--- config.mk ---
export PLATFORM = sky130hd
export DESIGN_NAME = pbm_basic_ctrl
export DESIGN_NICKNAME = d
export VERILOG_FILES = /design/src/logic/pbm_pkg.sv /design/src/logic/pbm_mdio_slave.sv /design/src/logic/pbm_loopback.sv /design/src/logic/pbm_basic_ctrl.sv
export SDC_FILE = /design/constraint.sdc
export NUM_CORES = 1
export LEC_CHECK = 0
export BUFFER_PORTS_ARGS = -buffer_cell sky130_fd_sc_hd__buf_4
export CAP_MARGIN = 20
export CORE_MARGIN = 5
export CORE_UTILIZATION = 54
export DETAILED_ROUTE_END_ITERATION = 6
export GPL_TIMING_DRIVEN = 0
export PLACE_DENSITY = 0.74
export SLEW_MARGIN = 20
export SYNTH_ARGS = -nofsm -noshare
export SYNTH_HDL_FRONTEND = slang
export SYNTH_SLANG_ARGS = --single-unit
--- constraint.sdc ---
create_clock -name clk -period 2.45 [get_ports clk]
set_input_delay 0.49 -clock clk [delete_from_list [all_inputs] [get_ports clk]]
set_output_delay 0.49 -clock clk [all_outputs]
set_load 0.01 [all_outputs]
--- src/logic/pbm_pkg.sv ---
// Contract
// - reset bit starts port reset, reads one
// - reset completion reloads configuration from straps
// - loopback routes transmit data to receive path
// - loopback may blank receive data 500 us
// - speed bit picks speed, one means 100
// - autonegotiation on ignores speed and duplex bits
// - event bits follow their event, no software
// - cleared-by-read bits unwritable, read clears them
// - fixed bits read default, ignore writes
// - latched-low bit holds zero until read
// - latched-high bit holds one until read
package pbm_pkg;

  localparam logic [4:0]  REG_BASIC_CTRL  = 5'h00;
  localparam logic [4:0]  REG_LINK_STATUS = 5'h01;
  localparam logic [4:0]  REG_LQ_MON      = 5'h1D;
  localparam logic [4:0]  REG_LQ_DATA     = 5'h1E;

  localparam int          BC_RESET   = 15;
  localparam int          BC_LOOP    = 14;
  localparam int          BC_SPEED   = 13;
  localparam int          BC_ANEN    = 12;
  localparam int          BC_DUPLEX  = 8;
  localparam logic [15:0] BC_MASK    = 16'hF100;

  localparam int          LS_FIXED   = 0;
  localparam int          LS_EVENT   = 1;
  localparam int          LS_LINK    = 2;
  localparam int          LS_JABBER  = 3;
  localparam int          LS_ERR_LO  = 8;
  localparam logic        LS_FIXED_VAL = 1'b1;

  localparam int          LQM_ENABLE = 15;
  localparam int          LQM_WARNS  = 10;
  localparam logic [15:0] LQM_MASK   = 16'h83FF;

  localparam int          LQD_SAMPLE = 13;
  localparam int          LQD_WRTHR  = 12;
  localparam int          LQD_PSEL   = 9;
  localparam int          LQD_TSEL   = 8;
  localparam int          LQ_PARAMS  = 5;
  localparam logic [15:0] LQD_MASK   = 16'h3FFF;

  localparam int          CLK_MHZ         = 40;
  localparam int          SWRESET_NS      = 1000;
  localparam int          SWRESET_CYCLES  = (SWRESET_NS * CLK_MHZ + 999) / 1000;
  localparam int          DEADTIME_US     = 500;
  localparam int          DEADTIME_CYCLES = DEADTIME_US * CLK_MHZ;

  localparam logic [5:0]  PREAMBLE_LEN = 6'h20;
  localparam logic [5:0]  HDR_LAST     = 6'h0B;
  localparam logic [5:0]  DATA_LAST    = 6'h0F;
  localparam logic [1:0]  OP_READ      = 2'h2;
  localparam logic [1:0]  OP_WRITE     = 2'h1;

  typedef enum logic [2:0] {MS_PRE, MS_START, MS_HDR, MS_TA, MS_DATA} pbm_mdio_e;

endpackage : pbm_pkg

--- src/logic/pbm_mdio_slave.sv ---
`timescale 1ns/1ps
module pbm_mdio_slave (
  input  wire logic        clk,
  input  wire logic        rst,
  input  wire logic        mdc,
  input  wire logic        mdioIn,
  input  wire logic [4:0]  phyAddr,
  input  wire logic [15:0] rdData,
  output logic             mdioOut,
  output logic             mdioOe,
  output logic             regRe,
  output logic             regWe,
  output logic [4:0]       regAddr,
  output logic [15:0]      wrData
);
  import pbm_pkg::*;

  pbm_mdio_e   state;
  logic        mdcQ;
  logic        rise;
  logic [5:0]  cnt;
  logic [11:0] hdr;
  logic [11:0] nextHdr;
  logic        isRead;
  logic        isWrite;
  logic [15:0] shiftOut;

  // mdc is taken as synchronous; its rising edge is the bit strobe
  assign rise    = mdc & ~mdcQ;
  assign nextHdr = {hdr[10:0], mdioIn};

  always_ff @(posedge clk)
    mdcQ <= rst ? 1'b0 : mdc;

  always_ff @(posedge clk)
  begin
    if (rst)
    begin
      state   <= MS_PRE;
      cnt     <= 6'h00;
      hdr     <= 12'h000;
      isRead  <= 1'b0;
      isWrite <= 1'b0;
      regAddr <= 5'h00;
      wrData  <= 16'h0000;
      mdioOut <= 1'b0;
      mdioOe  <= 1'b0;
    end
    else if (rise)
    begin
      case (state)
        MS_PRE:
        begin
          if (mdioIn)
            cnt <= (cnt == PREAMBLE_LEN) ? cnt : cnt + 6'h01;
          else if (cnt == PREAMBLE_LEN)
          begin
            state <= MS_START;
            cnt   <= 6'h00;
          end
          else
            cnt <= 6'h00;
        end
        MS_START:
          state <= mdioIn ? MS_HDR : MS_PRE;
        MS_HDR:
        begin
          hdr <= nextHdr;
          if (cnt == HDR_LAST)
          begin
            state   <= MS_TA;
            cnt     <= 6'h00;
            regAddr <= nextHdr[4:0];
            isRead  <= (nextHdr[11:10] == OP_READ) && (nextHdr[9:5] == phyAddr);
            isWrite <= (nextHdr[11:10] == OP_WRITE) && (nextHdr[9:5] == phyAddr);
          end
          else
            cnt <= cnt + 6'h01;
        end
        MS_TA:
        begin
          if (cnt == 6'h00)
          begin
            cnt     <= 6'h01;
            mdioOe  <= isRead;
            mdioOut <= 1'b0;
          end
          else
          begin
            state   <= MS_DATA;
            cnt     <= 6'h00;
            mdioOut <= isRead & shiftOut[15];
          end
        end
        default:
        begin
          wrData <= {wrData[14:0], mdioIn};
          if (cnt == DATA_LAST)
          begin
            state  <= MS_PRE;
            cnt    <= 6'h00;
            mdioOe <= 1'b0;
          end
          else
          begin
            cnt     <= cnt + 6'h01;
            mdioOut <= isRead & shiftOut[14 - cnt[3:0]];
          end
        end
      endcase
    end
  end

  always_ff @(posedge clk)
  begin
    regRe <= ~rst & rise & (state == MS_TA) & (cnt == 6'h00) & isRead;
    regWe <= ~rst & rise & (state == MS_DATA) & (cnt == DATA_LAST) & isWrite;
  end

  // read data is frozen the cycle the read side effects fire
  always_ff @(posedge clk)
    shiftOut <= rst ? 16'h0000 : (regRe ? rdData : shiftOut);

endmodule : pbm_mdio_slave

--- src/logic/pbm_loopback.sv ---
`timescale 1ns/1ps
module pbm_loopback #(
  parameter int DEAD_CYCLES = 20000
) (
  input  wire logic       clk,
  input  wire logic       rst,
  input  wire logic       loopEn,
  input  wire logic [3:0] txData,
  input  wire logic       txEn,
  input  wire logic [3:0] lineRxData,
  input  wire logic       lineRxDv,
  output logic [3:0]      rxData,
  output logic            rxDv
);
  import pbm_pkg::*;

  logic        loopQ;
  logic [15:0] deadCnt;
  logic        dead;

  assign dead = deadCnt != 16'h0000;

  // descrambler relock window after loopback turns on
  always_ff @(posedge clk)
  begin
    loopQ <= rst ? 1'b0 : loopEn;
    if (rst || !loopEn)
      deadCnt <= 16'h0000;
    else if (!loopQ)
      deadCnt <= 16'(DEAD_CYCLES);
    else if (dead)
      deadCnt <= deadCnt - 16'h0001;
  end

  always_ff @(posedge clk)
  begin
    // first looped cycle is blanked too, before the window counter loads
    if (rst || (loopEn && (dead || !loopQ)))
    begin
      rxData <= 4'h0;
      rxDv   <= 1'b0;
    end
    else if (loopEn)
    begin
      rxData <= txData;
      rxDv   <= txEn;
    end
    else
    begin
      rxData <= lineRxData;
      rxDv   <= lineRxDv;
    end
  end
endmodule : pbm_loopback

--- src/logic/pbm_basic_ctrl.sv ---
`timescale 1ns/1ps
module pbm_basic_ctrl #(
  parameter int DEAD_CYCLES = pbm_pkg::DEADTIME_CYCLES
) (
  input  wire logic        clk,
  input  wire logic        rst,
  input  wire logic        mdc,
  input  wire logic        mdioIn,
  output logic             mdioOut,
  output logic             mdioOe,
  input  wire logic [4:0]  phyAddr,
  input  wire logic        strapSpeed100,
  input  wire logic        strapAutoNeg,
  input  wire logic        strapFullDuplex,
  input  wire logic        anSpeed100,
  input  wire logic        anFullDuplex,
  input  wire logic        linkUp,
  input  wire logic        eventActive,
  input  wire logic        jabberEvent,
  input  wire logic        symbolError,
  input  wire logic [39:0] lqParamVals,
  input  wire logic [3:0]  txData,
  input  wire logic        txEn,
  input  wire logic [3:0]  lineRxData,
  input  wire logic        lineRxDv,
  output logic [3:0]       rxData,
  output logic             rxDv,
  output logic             speed100,
  output logic             fullDuplex,
  output logic             portInReset
);
  import pbm_pkg::*;

  logic        regRe;
  logic        regWe;
  logic [4:0]  regAddr;
  logic [15:0] wrData;
  logic [15:0] rdData;
  logic        wrBasic;
  logic        wrLqm;
  logic        wrLqd;
  logic        rdStatus;
  logic        rdLqm;

  logic        swRst;
  logic [7:0]  swCnt;
  logic        loadStraps;
  logic        loopEn;
  logic        speedSel;
  logic        anEn;
  logic        duplexSel;

  logic        evtBit;
  logic        linkLatch;
  logic        jabLatch;
  logic [7:0]  errCnt;

  logic        lqmEn;
  logic [9:0]  warn;
  logic [9:0]  warnHit;
  logic [7:0]  lqData;
  logic [2:0]  lqPsel;
  logic        lqTsel;
  logic [7:0]  thrMem [16];

  ////////////////////////////////////////////////////////////////////////////
  // management access

  pbm_mdio_slave uMdio (
    .clk     (clk),
    .rst     (rst),
    .mdc     (mdc),
    .mdioIn  (mdioIn),
    .phyAddr (phyAddr),
    .rdData  (rdData),
    .mdioOut (mdioOut),
    .mdioOe  (mdioOe),
    .regRe   (regRe),
    .regWe   (regWe),
    .regAddr (regAddr),
    .wrData  (wrData)
  );

  // writes during a port reset are dropped, the reset owns the register
  assign wrBasic  = regWe && (regAddr == REG_BASIC_CTRL) && !swRst;
  assign wrLqm    = regWe && (regAddr == REG_LQ_MON) && !swRst;
  assign wrLqd    = regWe && (regAddr == REG_LQ_DATA) && !swRst;
  assign rdStatus = regRe && (regAddr == REG_LINK_STATUS);
  assign rdLqm    = regRe && (regAddr == REG_LQ_MON);

  always_comb
  begin
    rdData = 16'h0000;
    if (regAddr == REG_BASIC_CTRL)
    begin
      rdData[BC_RESET]  = swRst;
      rdData[BC_LOOP]   = loopEn;
      rdData[BC_SPEED]  = speedSel;
      rdData[BC_ANEN]   = anEn;
      rdData[BC_DUPLEX] = duplexSel;
    end
    else if (regAddr == REG_LINK_STATUS)
    begin
      rdData[LS_FIXED]             = LS_FIXED_VAL;
      rdData[LS_EVENT]             = evtBit;
      rdData[LS_LINK]              = linkLatch;
      rdData[LS_JABBER]            = jabLatch;
      rdData[LS_ERR_LO +: 8]       = errCnt;
    end
    else if (regAddr == REG_LQ_MON)
    begin
      rdData[LQM_ENABLE]           = lqmEn;
      rdData[LQM_WARNS-1:0]        = warn;
    end
    else if (regAddr == REG_LQ_DATA)
    begin
      rdData[LQD_PSEL +: 3]        = lqPsel;
      rdData[LQD_TSEL]             = lqTsel;
      rdData[7:0]                  = lqData;
    end
  end

  ////////////////////////////////////////////////////////////////////////////
  // software reset and strap reload

  always_ff @(posedge clk)
  begin
    if (rst)
    begin
      swRst <= 1'b0;
      swCnt <= 8'h00;
    end
    else if (wrBasic && wrData[BC_RESET])
    begin
      swRst <= 1'b1;
      swCnt <= 8'(SWRESET_CYCLES - 1);
    end
    else if (swRst)
    begin
      if (swCnt == 8'h00)
        swRst <= 1'b0;
      else
        swCnt <= swCnt - 8'h01;
    end
  end

  // straps are caught one edge after either reset ends
  always_ff @(posedge clk)
    loadStraps <= rst | (swRst & (swCnt == 8'h00));

  always_ff @(posedge clk)
  begin
    if (rst || swRst)
    begin
      loopEn    <= 1'b0;
      speedSel  <= 1'b0;
      anEn      <= 1'b0;
      duplexSel <= 1'b0;
    end
    else if (loadStraps)
    begin
      speedSel  <= strapSpeed100;
      anEn      <= strapAutoNeg;
      duplexSel <= strapFullDuplex;
    end
    else if (wrBasic)
    begin
      loopEn    <= wrData[BC_LOOP];
      speedSel  <= wrData[BC_SPEED];
      anEn      <= wrData[BC_ANEN];
      duplexSel <= wrData[BC_DUPLEX];
    end
  end

  always_ff @(posedge clk)
    portInReset <= rst | swRst | loadStraps;

  // negotiated result wins while negotiation is on
  always_ff @(posedge clk)
  begin
    if (rst)
    begin
      speed100   <= 1'b0;
      fullDuplex <= 1'b0;
    end
    else
    begin
      speed100   <= anEn ? anSpeed100 : speedSel;
      fullDuplex <= anEn ? anFullDuplex : duplexSel;
    end
  end

  ////////////////////////////////////////////////////////////////////////////
  // link status bits, all read-only

  always_ff @(posedge clk)
    evtBit <= rst ? 1'b0 : eventActive;

  // events beat a simultaneous read so nothing is lost
  always_ff @(posedge clk)
  begin
    if (rst || swRst)
    begin
      linkLatch <= 1'b0;
      jabLatch  <= 1'b0;
      errCnt    <= 8'h00;
    end
    else
    begin
      if (!linkUp)
        linkLatch <= 1'b0;
      else if (rdStatus)
        linkLatch <= 1'b1;
      if (jabberEvent)
        jabLatch <= 1'b1;
      else if (rdStatus)
        jabLatch <= 1'b0;
      if (symbolError)
        errCnt <= rdStatus ? 8'h01 : (errCnt == 8'hFF ? errCnt : errCnt + 8'h01);
      else if (rdStatus)
        errCnt <= 8'h00;
    end
  end

  ////////////////////////////////////////////////////////////////////////////
  // link quality monitor

  always_ff @(posedge clk)
  begin
    if (rst || swRst)
    begin
      lqmEn  <= 1'b0;
      lqData <= 8'h00;
      lqPsel <= 3'h0;
      lqTsel <= 1'b0;
    end
    else
    begin
      if (wrLqm)
        lqmEn <= wrData[LQM_ENABLE];
      if (wrLqd)
      begin
        lqPsel <= wrData[LQD_PSEL +: 3];
        lqTsel <= wrData[LQD_TSEL];
        // sample and write strobes finish in one cycle, so read as zero
        if (wrData[LQD_SAMPLE] && wrData[LQD_PSEL +: 3] < 3'(LQ_PARAMS))
          lqData <= lqParamVals[8 * wrData[LQD_PSEL +: 3] +: 8];
        else
          lqData <= wrData[7:0];
      end
    end
  end

  always_ff @(posedge clk)
    if (wrLqd && wrData[LQD_WRTHR])
      thrMem[wrData[LQD_TSEL +: 4]] <= wrData[7:0];

  // even entries are low limits, odd entries high limits
  genvar gp;
  generate
    for (gp = 0; gp < LQ_PARAMS; gp++)
    begin : gParam
      assign warnHit[2*gp]   = lqParamVals[8*gp +: 8] < thrMem[2*gp];
      assign warnHit[2*gp+1] = lqParamVals[8*gp +: 8] > thrMem[2*gp+1];
    end
  endgenerate

  always_ff @(posedge clk)
  begin
    if (rst || swRst)
      warn <= 10'h000;
    else if (lqmEn)
      warn <= (rdLqm ? 10'h000 : warn) | warnHit;
    else if (rdLqm)
      warn <= 10'h000;
  end

  ////////////////////////////////////////////////////////////////////////////
  // loopback path

  pbm_loopback #(
    .DEAD_CYCLES (DEAD_CYCLES)
  ) uLoop (
    .clk        (clk),
    .rst        (rst),
    .loopEn     (loopEn),
    .txData     (txData),
    .txEn       (txEn),
    .lineRxData (lineRxData),
    .lineRxDv   (lineRxDv),
    .rxData     (rxData),
    .rxDv       (rxDv)
  );
endmodule : pbm_basic_ctrl

* Word-level counts from Yosys, hierarchy flattened
Memories as Yosys holds them, arrays and structs flattened.
Index checks and enable logic that the tools add are counted.
** Storage, ports and cells
- Flip-flop bits (word level) :: 137
- RAM bits :: 128
- Input bits :: 68
- Output and inout port bits :: 10
- Word-level logic and storage cells :: 216
- Memories :: 1
** Cells by class
- $add $sub $neg :: 5
- Magnitude comparators :: 12
- Eq/ne operators :: 24
- Shift-type cells :: 1
- Muxes and demuxes :: 63
- Bitwise operators :: 24
- Reduce and logical (&&, ||, !) cells :: 48
** Memory list
- thrMem :: depth 16, width 8, read ports 10, clocked after Yosys merged registers in 0, wr ports 1, line pbm_basic_ctrl.sv:64 : logic [7:0] thrMem [16];
** Operators with widths (number)
- $mux W8 :: 6
- $mux W6 :: 7
- $gt A8 B8 Y1 :: 5
- $lt A8 B8 Y1 :: 5
- $shiftx A40 B7 Y8 :: 1
- $lt A32 B5 Y1 const B :: 1
- $mux W10 :: 3
- $mux W15 :: 2
- $mux W1 :: 25
- $pmux W6 S4 :: 1
- $mux W3 :: 7
- $mux W4 :: 5
- $reduce_bool A16 Y1 :: 1
- $sub A16 B1 Y16 const B :: 1
- $logic_and A1 B1 Y1 :: 14
- $eq A6 B4 Y1 const B :: 2
- $mux W12 :: 1
- $ne A2 B2 Y1 const B :: 6
- $pmux W3 S4 :: 1
- $reduce_and A2 Y1 :: 6
- $and A1 B1 Y1 :: 11
- $eq A5 B5 Y1 const B :: 2
- $or A10 B10 Y10 :: 1
- $reduce_bool A2 Y1 :: 5
- 34 further kinds :: 58

* Logic depth before layout (Yosys ltp)
- Word-level depth :: 6
- Depth in mapped cells :: 8
- Gate-level depth less buffers :: 7

* By module
A second synthesis with hierarchy kept.
** Second synthesis, totals
- Cells, all modules :: 1099
- Area total of the unflattened synthesis :: 11114.4 um^2
** Modules (own cells, without submodules)
- pbm_basic_ctrl :: times used 1, cells each 671, area an instance 7156.9 um^2, seq. area each 3423.3 um^2
- pbm_mdio_slave :: times used 1, cells each 305, area an instance 2839.0 um^2, seq. area each 1281.2 um^2
- pbm_loopback :: times used 1, cells each 123, area an instance 1118.6 um^2, seq. area each 440.4 um^2

* Worst setup path after synthesis
Ideal clock, no wire load.
- Kind :: register -> register
- From :: register uMdio.cnt[0]
- To :: register uMdio.cnt[2]
- Library setup time :: 70 ps
- Arrival :: 2112 ps
- Required time :: 2380 ps
- Setup slack :: 267 ps
- Cell stages (with the launch flop) :: 9
- Buffers on the path :: 1
- Clock period less this slack :: 2183 ps
- Cells stage by stage :: dfxtp_1 -> clkbuf_1 -> inv_1 -> ha_1 -> nor4b_4 -> a31o_2 -> a21o_1 -> or4b_1 -> a21oi_1
** Between the ends
- Longest elaborated chain between the ends :: 4
- Elaborated cells on any way between the ends :: 11
- Those cells by class :: 1 x add/sub; 4 x eq/ne; 5 x mux; 1 x reduce/logical
** RTL lines
- start: declaration :: line pbm_mdio_slave.sv:21 : logic [5:0] cnt;
- start signal: assignment :: line pbm_mdio_slave.sv:55 : cnt <= (cnt == PREAMBLE_LEN) ? cnt : cnt + 6'h01;
- start signal: assignment :: line pbm_mdio_slave.sv:78 : cnt <= cnt + 6'h01;
- start signal: assignment :: line pbm_mdio_slave.sv:106 : cnt <= cnt + 6'h01;
- $add A6 B1 Y6 :: line pbm_mdio_slave.sv:55, pbm_mdio_slave.sv:78, pbm_mdio_slave.sv:106
- $mux W6 :: line pbm_mdio_slave.sv:55
- $mux W6 :: line pbm_mdio_slave.sv:54 : if (mdioIn)
- $pmux W6 S4 :: line pbm_mdio_slave.sv:51 : case (state)
Parallel ways exist; a longest one is shown, timed or not. The select of a mux whose other input is x is not followed.
A chain may end at the register's enable or synchronous reset.

* Final worst setup path
Same ends and word-level chain as after synthesis.

==> out/metrics.cfg <==
[clock_tree]
cts-root-buf=clkbuf_16
path_clk_slew_ns=0.06
cts.path.max_buffers=3
htreeDepth=1
clock-sinks=217
cts_buffers=24
cts-hold-fix-buffers=0
insertion_delay_ns=0.52
cts_tree=built

[synth]
synth_area_sq_um=10900
ys_seq_elements=217
syn_inst=1101
synth_top_family_by_area=simple AND/OR/NAND/NOR gates
syn_nets=1251
synth-compound-area-share_pct=15.4
synth_edf_count=80
synthMuxAreaShare_pct=5.18
avgSynthCellArea_sq_um=9.90
synthXorXnorAreaFrac_pct=2.25
synth_cell_types=62
yosys.area_share.simple_pct=15.6
synthArstFlopShare_pct=0
yosysSeqAreaShare_pct=47.2
yosys_most_used_dff=dfxtp_1
synthAdderAreaFrac_pct=9.41
yosys_warnings=0

[global_routing]
grt_pass1_wl_mm=43.8
grt_max_degree=14
grt_overflow=0
grtUsageTotal_pct=23.0
first_global_vias=8593
antenna_found_initial=0

[drt]
drc=0
drt-initial-drc-count=735
avgRoutedWirePerCell_um=18.4
drtAntennaViolNets=0
viasPerCell=5.80
drt_wl_total_mm=27.5
vias=8677
first_pass_iters=6

[final_layout]
final_cell_mix=dfxtp_1, inv_1, a21oi_1
drive_gt1_share_pct=13.4
final_nets=1358
register_area_sq_um=5140
multiInputGateArea_sq_um=5290
area_growth_pct=17.5
nFillCells=1679
diodes=0
layout_commonest_cell=dfxtp_1

[floorplan]
die-height_um=152
die_w_um=152
core.rowCount=52
initial_core_util_pct=54.4
io_pins=78
core_area_sq_um=20000
die_area_sq_um=23100

[power_and_ir_drop]
cellPowerDensity_nw_per_um2=629
ir_drop_mv=0.459
p_leak_nw=5.55
p_total_mw=8.06

[sta]
slew_viol_final=0
fmax_ghz=0.441
worst_slack_ns=0.183
min_period_ns=2.27
worst_slew_pin_slew_ns=0.860
setup_violations=0
setup-tns-final_ns=0
rsz0062_at_grt=false
fin_skew_ns=0.0104
hold_violations=0
relSlewSlack_pct=42.6
timing.hold.ws_ns=0.198
fin_crit_sh_pct=92.5

[worst_setup_path]
cp.required_ns=2.89
crit_chain=clkbuf_2 > inv_1 > ha_1 > nor4b_4 > a31o_2 > a21o_1 > or4b_1 > a21oi_1
crit_fanout=8
arrival_ns=2.71
crit_path_end_kind=flop
rrSetupSlack_ns=0.18
r2r-start=uMdio.cnt[0]
cp-start-kind=flop
critPathKind=reg -> reg
reg2reg_to=uMdio.cnt[2]
cp_slowest_cell=or4b_1
crit_path_max_incr_delay_ns=0.49
worst-r2r-cell-count=8

[placement]
port_buffers=76
dp_hpwl_mm=19.7
place_ws_ns=-0.433
gp_congestion=0.923

[hold_path]
worstHoldStart=jabberEvent
min_path_type=in -> reg
whs_path_depth=3
hold-path-endpoint=jabLatch

[run_status]
run_status=complete, no violations

[run]
cap_violations=0

## sequential cells by signal, summed over array words and instances, names as in the netlist, 3 cells and up
register and cells:
warn 10, uMdio.hdr 11, swCnt 8, uMdio.cnt 6, uMdio.regAddr 5, uMdio.shiftOut 16
thrMem 80, uLoop.rxData 4, uLoop.deadCnt 16, uMdio.state 3, errCnt 8, uMdio.wrData 16
lqData 8, lqPsel 3
## routing by layer
metal / vias up / track usage, % / routed length (um)
li1: 4180 / - / -
met1: 4136 / 30.3 / 11600
met2: 293 / 38.2 / 12900
met3: 68 / 5.40 / 2120
met4: 0 / 6.46 / 770
met5: - / 0 / 0
## cells by family (layout without fill, tap and decap cells)
| group | count (synthesis) | after routing |
|---|---|---|
| AO/OA/AOI/OAI | 258 | 258 |
| buffers and inverters | 140 | 265 |
| XOR/XNOR | 28 | 28 |
| multiplexers | 51 | 51 |
| adder cells (fa/ha/maj) | 82 | 82 |
| AND/OR/NAND/NOR | 325 | 325 |
| flip-flops | 217 | 217 |
## synth_stat cells (19+ instances only)
cell,n,share of area (%)
ha_1,82,9.4
dfxtp_1,137,25
a21oi_1,91,4.2
nand2_1,84,2.9
nor2b_1,19,1.1
nor2_1,85,2.9
clkbuf_1,36,1.2
a21o_1,28,1.9
nor3_1,22,1.0
inv_1,93,3.2
edfxtp_1,80,22
mux2i_1,44,4.0
o21ai_0,47,2.2
nand3_1,20,0.92
## power by group
part	internal, mW	switching [mW]
Clock	2.51	1.44
Sequential	3.73	0.0164
Combinational	0.171	0.198
## critical path: cells and delay by family (launching register included)
family | cells | cell delay [ns]
AOI/OAI and AO/OA | 3 | 0.68
DFF | 1 | 0.35
adders and majority gates | 1 | 0.20
and+or+nand+nor | 2 | 0.64
buffers and inverters | 2 | 0.32
## repair_timing
action                                  in CTS  in global routing
setup buffers                                0                  5
endpoints found under the setup margin      72                 86
pin swaps                                    0                  3
endpoints found under the hold margin        0                  0
gates resized for setup                      4                 17
## final cells by class
cell class	count	share of cell area (%)
buffer	47	1.53
inverter	93	2.72
timing repair buffer	81	4.84
tap	270	2.64
clock buffer	35	5.49
clock inverter	9	1.34
sequential	217	40.2
multi-input combinational	744	41.3
## worst max-delay path by stage
stage,cells past startpoint,startpoint,slack (ns),to
after floorplan,8,uMdio.cnt[0],0.27,uMdio.cnt[2]
after CTS,5,uMdio.regAddr[1],-0.11,thrMem[4][2]
after detailed placement,5,uMdio.regAddr[1],-0.43,thrMem[4][1]
final,8,uMdio.cnt[0],0.18,uMdio.cnt[2]
after global routing,6,uMdio.regAddr[4],0.03,thrMem[8][3]
after global placement,5,uMdio.regAddr[1],-0.38,thrMem[4][0]
## per-stage QoR
step	util, %	instance area, sq um	cells
after global placement	58.9	11800	1447
after global routing	63.9	12800	1496
after CTS	63.4	12700	1491
after detailed placement	58.9	11800	1447
after floorplan	-	10900	1101
final	63.9	12800	1496
(Power assumes the default switching activity.)
